### config.mk
export PLATFORM = sky130hd
export DESIGN_NAME = upfp_device_flat
export DESIGN_NICKNAME = d
export VERILOG_FILES = /design/src/shared/upfp_pkg.sv /design/src/shared/upfp_if.sv /design/src/verilog/upfp_device.sv /design/src/flat_wrapper.sv
export SDC_FILE = /design/constraint.sdc
export NUM_CORES = 1
export LEC_CHECK = 0
export ABC_AREA = 1
export BUFFER_PORTS_ARGS = -buffer_cell sky130_fd_sc_hd__buf_2
export CORE_MARGIN = 4
export CORE_UTILIZATION = 45
export DETAILED_ROUTE_END_ITERATION = 10
export GPL_TIMING_DRIVEN = 0
export PLACE_DENSITY = 0.7
export SLEW_MARGIN = 30
export SYNTH_ARGS = -nofsm -noshare
export SYNTH_HDL_FRONTEND = slang
export SYNTH_SLANG_ARGS = --single-unit
### constraint.sdc
create_clock -name core_clk -period 4.1 [get_ports core_clk]
set_input_delay 0 -clock core_clk [delete_from_list [all_inputs] [get_ports core_clk]]
set_output_delay 0 -clock core_clk [all_outputs]
set_load 0.01 [all_outputs]
### src/shared/upfp_pkg.sv
// package: shared constants and types for the parallel fifo port
package upfp_pkg;
    // clock and timing
    localparam int CORE_CLK_MHZ = 125;
    localparam int FIFO_CLK_MHZ = 60;
    // divider for the output clock, rounded to the nearest whole half period
    localparam int FIFO_CLK_HALF = (CORE_CLK_MHZ + FIFO_CLK_MHZ) / (2 * FIFO_CLK_MHZ);
    localparam int FLAG_GAP_NS = 49;
    localparam int FLAG_GAP_CYC = (FLAG_GAP_NS * CORE_CLK_MHZ + 999) / 1000;
    localparam int STROBE_PULSE_NS = 30;
    localparam int STROBE_PULSE_CYC = (STROBE_PULSE_NS * CORE_CLK_MHZ + 999) / 1000;
    localparam int DATA_W = 8;
    localparam int CNT_W = 4;

    typedef enum logic {
        UPFP_MODE_ASYNC,
        UPFP_MODE_SYNC
    } upfp_mode_e;
endpackage

### src/shared/upfp_if.sv
// interface: pins between the fifo port device and the external system
`timescale 1ns/1ps
interface upfp_if;
    logic fifo_clock_out;
    logic rx_data_avail_n;
    logic tx_space_avail_n;
    logic out_turn_n;
    logic rd_strobe_n;
    logic wr_strobe_n;
    logic [7:0] dev_data_o;
    logic dev_data_oe;
    logic [7:0] ext_data_o;
    logic ext_data_oe;

    modport dev (
        output fifo_clock_out,
        output rx_data_avail_n,
        output tx_space_avail_n,
        input out_turn_n,
        input rd_strobe_n,
        input wr_strobe_n,
        output dev_data_o,
        output dev_data_oe,
        input ext_data_o,
        input ext_data_oe
    );

    modport ext (
        input fifo_clock_out,
        input rx_data_avail_n,
        input tx_space_avail_n,
        output out_turn_n,
        output rd_strobe_n,
        output wr_strobe_n,
        input dev_data_o,
        input dev_data_oe,
        output ext_data_o,
        output ext_data_oe
    );
endinterface

### src/verilog/upfp_device.sv
// device end of the parallel fifo port
`timescale 1ns/1ps
module upfp_device (
    // clock and reset
    input wire logic core_clk,
    input wire logic rst_n,
    // link
    upfp_if.dev link,
    // mode selection
    input wire logic sync_mode,
    // bytes toward the external system
    input wire logic [7:0] src_data,
    input wire logic src_valid,
    output logic src_ready,
    // bytes from the external system
    output logic [7:0] snk_data,
    output logic snk_valid,
    input wire logic snk_ready
);
    localparam int HALF = upfp_pkg::FIFO_CLK_HALF;
    localparam int GAP = upfp_pkg::FLAG_GAP_CYC;

    // ------------------------------------------------------------
    // output clock
    // ------------------------------------------------------------
    logic [upfp_pkg::CNT_W-1:0] div_cnt;
    logic clk_o;
    logic clk_seen;
    logic clk_rise;
    always_ff @(posedge core_clk or negedge rst_n) begin
        if (!rst_n) begin
            div_cnt <= '0;
            clk_o <= 1'b0;
        end else if (!sync_mode) begin
            div_cnt <= '0;
            clk_o <= 1'b0;
        end else if (div_cnt == upfp_pkg::CNT_W'(HALF - 1)) begin
            div_cnt <= '0;
            clk_o <= ~clk_o;
        end else begin
            div_cnt <= div_cnt + 1'b1;
        end
    end
    always_ff @(posedge core_clk or negedge rst_n) begin
        if (!rst_n) begin
            clk_seen <= 1'b0;
        end else begin
            clk_seen <= clk_o;
        end
    end
    // link edge is the first core edge that sees the pin high, the same
    // edge the far end finds from its registered copy, so both sample alike
    assign clk_rise = sync_mode && clk_o && !clk_seen;
    assign link.fifo_clock_out = clk_o;

    // ------------------------------------------------------------
    // strobe edges (async mode)
    // ------------------------------------------------------------
    logic rd_prev;
    logic wr_prev;
    always_ff @(posedge core_clk or negedge rst_n) begin
        if (!rst_n) begin
            rd_prev <= 1'b1;
            wr_prev <= 1'b1;
        end else begin
            rd_prev <= link.rd_strobe_n;
            wr_prev <= link.wr_strobe_n;
        end
    end
    wire rd_fall = rd_prev && !link.rd_strobe_n;
    wire rd_rise = !rd_prev && link.rd_strobe_n;
    wire wr_fall = wr_prev && !link.wr_strobe_n;
    wire wr_rise = !wr_prev && link.wr_strobe_n;

    // ------------------------------------------------------------
    // read path
    // ------------------------------------------------------------
    logic [7:0] rd_byte;
    logic rd_full;
    logic rxf_n;
    logic [upfp_pkg::CNT_W-1:0] rd_gap;
    logic rd_busy;
    logic rd_take;
    // sync: byte consumed on a clock edge with turn and strobe low;
    // a write needs turn high, so only one direction moves per edge
    assign rd_take = sync_mode ? (clk_rise && rd_full && !rxf_n && !link.out_turn_n
                                  && !link.rd_strobe_n)
                               : (rd_fall && rd_full && !rxf_n);
    // async: the byte stays on the bus until the strobe cycle has ended
    assign src_ready = sync_mode ? (!rd_full || rd_take) : (!rd_full && !rd_busy);
    always_ff @(posedge core_clk or negedge rst_n) begin
        if (!rst_n) begin
            rd_byte <= '0;
            rd_full <= 1'b0;
        end else if (src_valid && src_ready) begin
            rd_byte <= src_data;
            rd_full <= 1'b1;
        end else if (rd_take) begin
            rd_full <= 1'b0;
        end
    end
    // async: hold flag off from strobe until gap after its release
    always_ff @(posedge core_clk or negedge rst_n) begin
        if (!rst_n) begin
            rd_busy <= 1'b0;
            rd_gap <= '0;
        end else if (rd_take && !sync_mode) begin
            rd_busy <= 1'b1;
        end else if (rd_busy && rd_rise) begin
            rd_busy <= 1'b0;
            rd_gap <= upfp_pkg::CNT_W'(GAP);
        end else if (rd_gap != '0) begin
            rd_gap <= rd_gap - 1'b1;
        end
    end
    always_ff @(posedge core_clk or negedge rst_n) begin
        if (!rst_n) begin
            rxf_n <= 1'b1;
        end else if (sync_mode) begin
            // flag changes only at link clock edges
            if (clk_rise) begin
                rxf_n <= !(rd_full && !rd_take) && !(src_valid && src_ready);
            end
        end else begin
            rxf_n <= !rd_full || rd_take || rd_busy || rd_gap != '0;
        end
    end
    assign link.rx_data_avail_n = rxf_n;

    // bus drive
    logic data_oe;
    always_ff @(posedge core_clk or negedge rst_n) begin
        if (!rst_n) begin
            data_oe <= 1'b0;
        end else begin
            data_oe <= sync_mode ? !link.out_turn_n : !link.rd_strobe_n;
        end
    end
    assign link.dev_data_oe = data_oe;
    assign link.dev_data_o = rd_byte;

    // ------------------------------------------------------------
    // write path
    // ------------------------------------------------------------
    logic txe_n;
    logic [upfp_pkg::CNT_W-1:0] wr_gap;
    logic wr_busy;
    logic wr_take;
    assign wr_take = sync_mode ? (clk_rise && !txe_n && !link.wr_strobe_n && link.out_turn_n)
                               : (wr_fall && !txe_n);
    always_ff @(posedge core_clk or negedge rst_n) begin
        if (!rst_n) begin
            snk_data <= '0;
            snk_valid <= 1'b0;
        end else if (wr_take) begin
            snk_data <= link.ext_data_o;
            snk_valid <= 1'b1;
        end else if (snk_ready) begin
            snk_valid <= 1'b0;
        end
    end
    always_ff @(posedge core_clk or negedge rst_n) begin
        if (!rst_n) begin
            wr_busy <= 1'b0;
            wr_gap <= '0;
        end else if (wr_take && !sync_mode) begin
            wr_busy <= 1'b1;
        end else if (wr_busy && wr_rise) begin
            wr_busy <= 1'b0;
            wr_gap <= upfp_pkg::CNT_W'(GAP);
        end else if (wr_gap != '0) begin
            wr_gap <= wr_gap - 1'b1;
        end
    end
    // space when holding register empties; sync flag updates on link edges
    wire wr_room = !snk_valid || snk_ready;
    always_ff @(posedge core_clk or negedge rst_n) begin
        if (!rst_n) begin
            txe_n <= 1'b1;
        end else if (sync_mode) begin
            if (clk_rise) begin
                txe_n <= !(wr_room && !wr_take) || !link.out_turn_n;
            end
        end else begin
            txe_n <= !wr_room || wr_take || wr_busy || wr_gap != '0;
        end
    end
    assign link.tx_space_avail_n = txe_n;
endmodule

### src/flat_wrapper.sv
// flat-port wrapper written by rule: the top's interface ports become plain ports
module upfp_device_flat 
  (core_clk, rst_n, sync_mode, src_data, src_valid, src_ready, snk_data, snk_valid, snk_ready, link_fifo_clock_out, link_rx_data_avail_n, link_tx_space_avail_n, link_out_turn_n, link_rd_strobe_n, link_wr_strobe_n, link_dev_data_o, link_dev_data_oe, link_ext_data_o, link_ext_data_oe);
  upfp_if link_i ();
  input wire logic core_clk;
  input wire logic rst_n;
  input wire logic sync_mode;
  input wire logic [7:0] src_data;
  input wire logic src_valid;
  output logic src_ready;
  output logic [7:0] snk_data;
  output logic snk_valid;
  input wire logic snk_ready;
  output wire logic [$bits(link_i.fifo_clock_out)-1:0] link_fifo_clock_out;
  output wire logic [$bits(link_i.rx_data_avail_n)-1:0] link_rx_data_avail_n;
  output wire logic [$bits(link_i.tx_space_avail_n)-1:0] link_tx_space_avail_n;
  input wire logic [$bits(link_i.out_turn_n)-1:0] link_out_turn_n;
  input wire logic [$bits(link_i.rd_strobe_n)-1:0] link_rd_strobe_n;
  input wire logic [$bits(link_i.wr_strobe_n)-1:0] link_wr_strobe_n;
  output wire logic [$bits(link_i.dev_data_o)-1:0] link_dev_data_o;
  output wire logic [$bits(link_i.dev_data_oe)-1:0] link_dev_data_oe;
  input wire logic [$bits(link_i.ext_data_o)-1:0] link_ext_data_o;
  input wire logic [$bits(link_i.ext_data_oe)-1:0] link_ext_data_oe;
  assign link_fifo_clock_out = link_i.fifo_clock_out;
  assign link_rx_data_avail_n = link_i.rx_data_avail_n;
  assign link_tx_space_avail_n = link_i.tx_space_avail_n;
  assign link_i.out_turn_n = link_out_turn_n;
  assign link_i.rd_strobe_n = link_rd_strobe_n;
  assign link_i.wr_strobe_n = link_wr_strobe_n;
  assign link_dev_data_o = link_i.dev_data_o;
  assign link_dev_data_oe = link_i.dev_data_oe;
  assign link_i.ext_data_o = link_ext_data_o;
  assign link_i.ext_data_oe = link_ext_data_oe;
  upfp_device u_core (.core_clk(core_clk), .rst_n(rst_n), .link(link_i), .sync_mode(sync_mode), .src_data(src_data), .src_valid(src_valid), .src_ready(src_ready), .snk_data(snk_data), .snk_valid(snk_valid), .snk_ready(snk_ready));
endmodule
==> results.py, run 1 <==
metrics = {
    "routing": {
        "route.vias.total": 1542,
        "route.final.wire_length_um": 3857,
        "dr.first_iter.drc_count": 73,
        "post_drt_wl_per_cell_um": 11.90,
        "drt_drc_violations_left": 0,
        "drt-vias-per-instance": 4.759,
        "drt-pass1-iter-count": 4,
        "final_antenna_net_count": 0,
    },
    "pwr": {
        "power.share.combinational_pct": 35.6,
        "power.ir.vdd_worst_uv": 328.8,
        "post-layout-total-power_mw": 1.423,
        "switching_share_pct": 34.75,
        "p_leak_nw": 1.314,
        "seq_power_share_pct": 41.5,
        "clockPowerShare_pct": 22.9,
        "netSwitchingPower_uw": 494.5,
        "power_density_nw_per_um2": 580.8,
        "power.internal_uw": 928.5,
    },
    "sta": {
        "report.final.setup_viol": 0,
        "post-route-period-util_pct": 39.17,
        "worstMarginPinSlew_ns": 0.4876,
        "grt_setup_unrepaired": "false",
        "final-max-slew-violation-count": 0,
        "fin_ws_ns": 2.494,
        "finalCriticalPeriod_ns": 1.606,
        "report.final.hold_viol_count": 0,
        "fmax_mhz": 622.6,
        "fin_skew_ns": 0.008923,
        "slew_headroom_pct": 67.49,
        "setup_tns_ns": 0,
    },
    "die": {
        "chipWidth_um": 71.58,
        "core_box_area_um2": 3771,
        "start_util_pct": 48.24,
        "ios": 47,
        "die-area_um2": 5124,
        "floorplan.rows": 22,
        "dieHeight_um": 71.58,
    },
    "synth": {
        "synth_seq_area_share_pct": 53.92,
        "yosys.cell_count.top_type": "sky130_fd_sc_hd__nand2_1",
        "async_reset_ff_share_pct": 100.0,
        "synth_area_per_cell_um2": 8.962,
        "yosysUniqueCellTypes": 30,
        "synthesis.instances": 203,
        "post_synth_top_flop": "sky130_fd_sc_hd__dfrtp_1",
        "ys_ff_latch": 39,
        "synth.cells.most_frequent": "sky130_fd_sc_hd__nand2_1 (52), sky130_fd_sc_hd__dfrtp_1 (35), sky130_fd_sc_hd__nand3_1 (32)",
        "synth-edff-count": 0,
        "ys_top_cells_by_area": "sky130_fd_sc_hd__dfrtp_1 (48%), sky130_fd_sc_hd__nand2_1 (11%), sky130_fd_sc_hd__nand3_1 (8.8%)",
        "synth_top_area_share_pct": 48.14,
        "syn-cell-area_um2": 1819,
        "library_cell_with_the_largest_summed_area_after_synthesis": "sky130_fd_sc_hd__dfrtp_1",
        "synth_nets": 234,
        "yosys_warnings": 0,
    },
    "placed_design": {
        "dp_hpwl_um": 2450,
        "pre_cts_slack_ns": 2.604,
        "dpl-instance-area_um2": 2095,
        "io_buffer_count": 43,
        "gp_congestion": 0.7600,
    },
    "clocking": {
        "cts.repair.resized": 0,
        "root_buffer": "sky130_fd_sc_hd__clkbuf_8",
        "clkLatencyLatePin_ns": 0.29,
        "htree_levels": 2,
        "numCtsBuffers": 5,
        "cts-hold-fix-buffers": 21,
        "clkTransAtPathRegs_ns": 0.07,
        "cts.repair_timing.setup_buffer_count": 0,
        "cts_tree": "built",
        "cts_sinks": 39,
        "clock_tree.buffer_depth": 2,
    },
    "global_route": {
        "globalRouteTotalUtil_pct": 16.24,
        "gr-usage-met1_pct": 21.43,
        "grt.busiest_layer": "met2",
        "use_met3_pct": 4.208,
        "grt_pass1_wl_um": 6630,
        "largest_net_degree_at_the_start_of_global_routing": 40,
        "globalRouteMet2Util_pct": 25.20,
        "grt_pass1_vias": 1504,
        "grt_overflow": 0,
        "number_of_antenna_violations_at_the_first_check_in_global_routing": 0,
    },
    "setup_path": {
        "cp_num_cells": 5,
        "timing.setup.critical_path_class": "flip-flop to output pin",
        "endpoint": "src_ready",
        "timing.critical_path.arrival_ns": 1.61,
        "critPathMaxStageDelay_ns": 0.52,
        "worst_path_dominant_cell_family": "flip-flops",
        "setup.worst_path.start": "u_core.rd_prev",
        "worstPathCellList": "inv_1 -> nor2_1 -> a21oi_2 -> a21oi_4 -> buf_2",
        "rr_worst_depth": 7,
        "ff2ff_setup_slack_ns": 2.59,
        "required_ns": 4.10,
        "timing.rr.end": "u_core.link.dev_data_o[7]",
        "timing.critical_path.buf_inv": 2,
        "critical_path.max_fanout": 10,
        "critical_path.startpoint_type": "flip-flop",
        "critical-path-slowest-cell": "sky130_fd_sc_hd__dfstp_2",
        "critical_path.reg2reg.startpoint": "u_core.rd_prev",
        "timing.critical_path.to_type": "output pin",
    },
    "final_layout": {
        "antenna-diode-count": 0,
        "post_route_cells_drive_above_1_share_pct": 28.26,
        "num-nets-final": 306,
        "layout-area-overhead-vs-synth_pct": 34.66,
        "design_area_um2": 2450,
        "finalCoreUtilization_pct": 64.96,
    },
    "job": {
        "max_cap_viol_count": 0,
    },
    "worst_hold_path": {
        "hold_crit_path_type": "input pin to flip-flop",
    },
    "run_status": {
        "status": "completed",
    },
}
worst reg2reg max path, stage by stage (launching register included):
cell and delay (ns):
sky130_fd_sc_hd__dfstp_2 0.52, sky130_fd_sc_hd__inv_1 0.04, sky130_fd_sc_hd__nor2_1 0.14, sky130_fd_sc_hd__a21oi_2 0.11
sky130_fd_sc_hd__a21oi_4 0.31, sky130_fd_sc_hd__nand2_4 0.14, sky130_fd_sc_hd__nand2_1 0.10, sky130_fd_sc_hd__nand2_1 0.06
placed cells by master, fill, tap and decap left out:
master,instances
sky130_fd_sc_hd__a21oi_1,2
sky130_fd_sc_hd__a21oi_2,1
sky130_fd_sc_hd__nand3_4,1
sky130_fd_sc_hd__xnor2_1,1
sky130_fd_sc_hd__nand4_2,1
sky130_fd_sc_hd__dlygate4sd3_1,21
sky130_fd_sc_hd__nand4_1,1
sky130_fd_sc_hd__dfrtp_1,35
sky130_fd_sc_hd__bufinv_16,1
sky130_fd_sc_hd__nor3_1,1
sky130_fd_sc_hd__buf_16,1
sky130_fd_sc_hd__a31oi_1,1
sky130_fd_sc_hd__xor2_1,2
sky130_fd_sc_hd__nand2_1,52
sky130_fd_sc_hd__or2_2,1
sky130_fd_sc_hd__o21ai_1,8
sky130_fd_sc_hd__inv_2,10
sky130_fd_sc_hd__buf_6,1
sky130_fd_sc_hd__dfstp_2,4
sky130_fd_sc_hd__inv_1,16
sky130_fd_sc_hd__o21a_1,2
sky130_fd_sc_hd__ha_1,6
sky130_fd_sc_hd__nor2_2,1
sky130_fd_sc_hd__clkbuf_8,6
sky130_fd_sc_hd__clkinv_2,1
sky130_fd_sc_hd__a21oi_4,1
sky130_fd_sc_hd__nand2_4,1
sky130_fd_sc_hd__nor2_1,11
sky130_fd_sc_hd__o211ai_1,1
sky130_fd_sc_hd__buf_2,44
sky130_fd_sc_hd__clkbuf_1,1
sky130_fd_sc_hd__nand2_2,1
sky130_fd_sc_hd__o21ai_0,5
sky130_fd_sc_hd__nor2_4,2
sky130_fd_sc_hd__nand3_1,32
flip-flops by register name (all words and copies together) (netlist names), 4 cells and up:
| name | cells |
|---|---|
| u_core.link.dev_data_o | 8 |
| u_core.snk_data | 8 |
| u_core.div_cnt | 4 |
| u_core.rd_gap | 4 |
| u_core.wr_gap | 4 |
per-stage QoR:
| step | cells | hold WS, ns |
|---|---|---|
| finish | 324 | 0.05900 |
| detailed placement | 294 | 0.1275 |
| global route | 324 | 0.07214 |
| CTS | 323 | 0.04672 |
| floorplan | 203 | -0.2956 |
| global placement | 294 | 0.1263 |
final cells by class:
cell class | instances | area, um^2
Timing Repair Buffer | 65 | 452.9
Buffer | 3 | 20.02
Fill cell | 302 | 1321
Tap cell | 48 | 60.06
Sequential cell | 39 | 980.9
Clock buffer | 6 | 82.58
Multi-Input combinational cell | 135 | 720.7
Inverter | 26 | 97.59
Clock inverter | 2 | 35.03
per-layer routing:
metal	share of wire (%)	wire length (um)
met1	46	1792
met2	45	1744
met3	7.0	269
met4	1.3	50
met5	0	0
how the worst min path moves through the flow:
stage / slack [ns] / to / cells past startpoint / from
6_report: 0.06 / u_core.link.dev_data_oe / 4 / link_out_turn_n
3_5_place_dp: 0.13 / u_core.wr_prev / 1 / link_wr_strobe_n
4_1_cts: 0.05 / u_core.link.dev_data_oe / 4 / link_out_turn_n
3_3_place_gp: 0.13 / u_core.wr_prev / 1 / link_wr_strobe_n
5_1_grt: 0.07 / u_core.link.dev_data_oe / 4 / link_out_turn_n
2_1_floorplan: -0.30 / u_core.clk_seen / 0 / rst_n
power groups by stage:
| stage | Clock, mW | Sequential, mW | Combinational, mW |
|---|---|---|---|
| finish | 0.326 | 0.591 | 0.506 |
| detailed placement | 0 | 0.593 | 0.487 |
| global route | 0.351 | 0.609 | 0.579 |
| CTS | 0.334 | 0.590 | 0.501 |
| floorplan | 0 | 0.625 | 0.296 |
| global placement | 0 | 0.591 | 0.474 |
logic make-up (layout without fill, tap and decap cells):
group | count (synthesis) | in the layout | synth area share (%)
flops | 39 | 39 | 53.92
simple gates | 105 | 105 | 26.96
fa+ha+maj | 6 | 6 | 4.126
compound gates | 21 | 21 | 7.084
buf+inv | 29 | 102 | 6.465
xor+xnor | 3 | 3 | 1.445
No activity file was read; power rests on OpenSTA's default activity.
==> run 2, diff against run 1 <==
- clock period: 4.1 -> 1.5 ns (I/O delays scaled with it)
==> run 2 against run 1 <==
First-iteration DRC count grew 1.4%. Clock skew is essentially flat. Die area is the same. Final area increased by 0.20%. Final cell count is 0.31% higher. Critical path type unchanged.
==> results.py, run 2 (synthesis gave the netlist of run 1 again) <==
metrics = {
    "setup_path": {
        "timing.critical_path.arrival_ns": 1.42,
        "required_ns": 1.50,
        "critical_path.startpoint_type": "flip-flop",
        "timing.setup.critical_path_class": "flip-flop to output pin",
        "timing.critical_path.to_type": "output pin",
        "critical_path.max_fanout": 3,
        "ff2ff_setup_slack_ns": 0.11,
        "setup.worst_path.start": "u_core.rd_prev",
        "critical_path.reg2reg.startpoint": "u_core.rd_prev",
    },
    "clocking": {
        "cts_tree": "built",
        "clock_tree.buffer_depth": 2,
        "root_buffer": "sky130_fd_sc_hd__clkbuf_8",
        "htree_levels": 2,
        "numCtsBuffers": 5,
        "clkTransAtPathRegs_ns": 0.07,
        "clkLatencyLatePin_ns": 0.29,
        "cts_sinks": 39,
    },
    "sta": {
        "post-route-period-util_pct": 94.40,
        "finalCriticalPeriod_ns": 1.416,
        "worstMarginPinSlew_ns": 0.4971,
        "fin_skew_ns": 0.008607,
        "slew_headroom_pct": 66.86,
        "setup_tns_ns": 0,
        "report.final.hold_viol_count": 0,
        "final-max-slew-violation-count": 0,
        "report.final.setup_viol": 0,
        "fin_worst_hold_slack_ns": 0.05880,
        "fmax_mhz": 706.2,
        "grt_setup_unrepaired": "false",
        "fin_ws_ns": 0.08404,
    },
    "final_layout": {
        "num-nets-final": 307,
        "finalNonFillerCells": 325,
        "design_area_um2": 2455,
        "mostFrequentLayoutCells": "sky130_fd_sc_hd__nand2_1 (51), sky130_fd_sc_hd__buf_2 (44), sky130_fd_sc_hd__dfrtp_1 (35)",
        "num-fill-cells": 308,
        "layout-area-overhead-vs-synth_pct": 34.94,
        "post_route_cells_drive_above_1_share_pct": 29.24,
        "layout.cells.most_common": "sky130_fd_sc_hd__nand2_1",
        "multi_input_area_um2": 725.7,
        "seqCellArea_um2": 980.9,
        "antenna-diode-count": 0,
    },
    "global_route": {
        "grt_pass1_wl_um": 6741,
        "globalRouteTotalUtil_pct": 16.57,
        "grt_overflow": 0,
        "largest_net_degree_at_the_start_of_global_routing": 40,
        "grt_pass1_vias": 1496,
        "number_of_antenna_violations_at_the_first_check_in_global_routing": 0,
    },
    "pwr": {
        "netSwitchingPower_mw": 1.351,
        "power.share.combinational_pct": 35.9,
        "switching_share_pct": 34.63,
        "power.internal_mw": 2.550,
        "clockPowerShare_pct": 22.7,
        "power.ir.vdd_worst_uv": 1017,
        "power_density_nw_per_um2": 1589,
        "seq_power_share_pct": 41.4,
        "p_leak_nw": 1.316,
    },
    "placed_design": {
        "dpl-instance-area_um2": 2095,
        "gp_congestion": 0.7600,
        "dpl.cell_count": 294,
        "io_buffer_count": 43,
        "dp_hpwl_um": 2450,
        "pre_cts_slack_ns": 0.003568,
    },
    "routing": {
        "route.final.wire_length_um": 3877,
        "route.vias.total": 1524,
        "drt-pass1-iter-count": 4,
        "dr.first_iter.drc_count": 74,
        "final_antenna_net_count": 0,
        "post_drt_wl_per_cell_um": 11.93,
        "drt_drc_violations_left": 0,
        "drt-vias-per-instance": 4.689,
    },
    "die": {
        "start_util_pct": 48.24,
        "dieHeight_um": 71.58,
        "chipWidth_um": 71.58,
        "ios": 47,
        "core_box_area_um2": 3771,
        "die-area_um2": 5124,
        "floorplan.rows": 22,
    },
    "run_status": {
        "status": "completed",
    },
    "worst_hold_path": {
        "worst_hold_startpoint": "link_out_turn_n",
        "hold_crit_path_type": "input pin to flip-flop",
    },
    "job": {
        "max_cap_viol_count": 0,
    },
}
-- run 2: cell types whose count changed in the layout (fill, tap and decap cells not counted), sizes merged --
cell and change:
buf +1
-- run 2: area by class of cell --
type | count | share of cell area (%)
Sequential cell | 39 | 39.96
Timing Repair Buffer | 66 | 18.45
Buffer | 3 | 0.8155
Clock buffer | 6 | 3.364
Tap cell | 48 | 2.446
Inverter | 26 | 3.976
Clock inverter | 2 | 1.427
Multi-Input combinational cell | 135 | 29.56
-- run 2: worst paths after layout --
kind	to	cells after the start
min in group asynchronous	u_core.link.dev_data_o[5]	2
max in group asynchronous	u_core.rd_prev	3
min	u_core.link.dev_data_oe	4
max reg2reg	u_core.link.dev_data_o[1]	7
min reg2reg	u_core.clk_seen	0
max	src_ready	5
-- run 2: worst max-delay path, stage by stage, from the launching register on --
cell	delay, ns
sky130_fd_sc_hd__dfstp_2	0.51
sky130_fd_sc_hd__inv_1	0.05
sky130_fd_sc_hd__nor2_2	0.11
sky130_fd_sc_hd__a21oi_2	0.10
sky130_fd_sc_hd__a21oi_4	0.19
sky130_fd_sc_hd__buf_2	0.17
-- run 2: power by group through the flow --
stage / combinational, mW / sequential (mW) / clock [mW]
4_1_cts: 1.39 / 1.61 / 0.914
2_1_floorplan: 0.809 / 1.71 / 0
3_3_place_gp: 1.30 / 1.62 / 0
3_5_place_dp: 1.33 / 1.62 / 0
5_1_grt: 1.60 / 1.66 / 0.963
6_report: 1.40 / 1.62 / 0.886
-- run 2: metrics by stage --
stage               power [mW]  utilization [%]
global route             4.224            65.10
detailed placement       2.954            55.54
global placement         2.911            55.54
CTS                      3.918            64.43
finish                   3.901            65.10
floorplan                2.516                -
-- run 2: what timing repair did --
| item | 4_1_cts | 5_1_grt |
|---|---|---|
| buffers inserted | 1 | 0 |
| setup endpoints to repair | 1 | 19 |
| pin swaps | 1 | 1 |
| gates resized for setup | 0 | 2 |
| hold endpoints to repair | 56 | 0 |
| hold buffers | 21 | 0 |
-- run 2: metal layers --
layer	GRT usage, %	vias up	routed length [um]
li1	-	800	-
met1	22.51	683	1763
met2	25.31	39	1849
met3	4.067	2	244
met4	6.889	0	19
met5	0	-	0
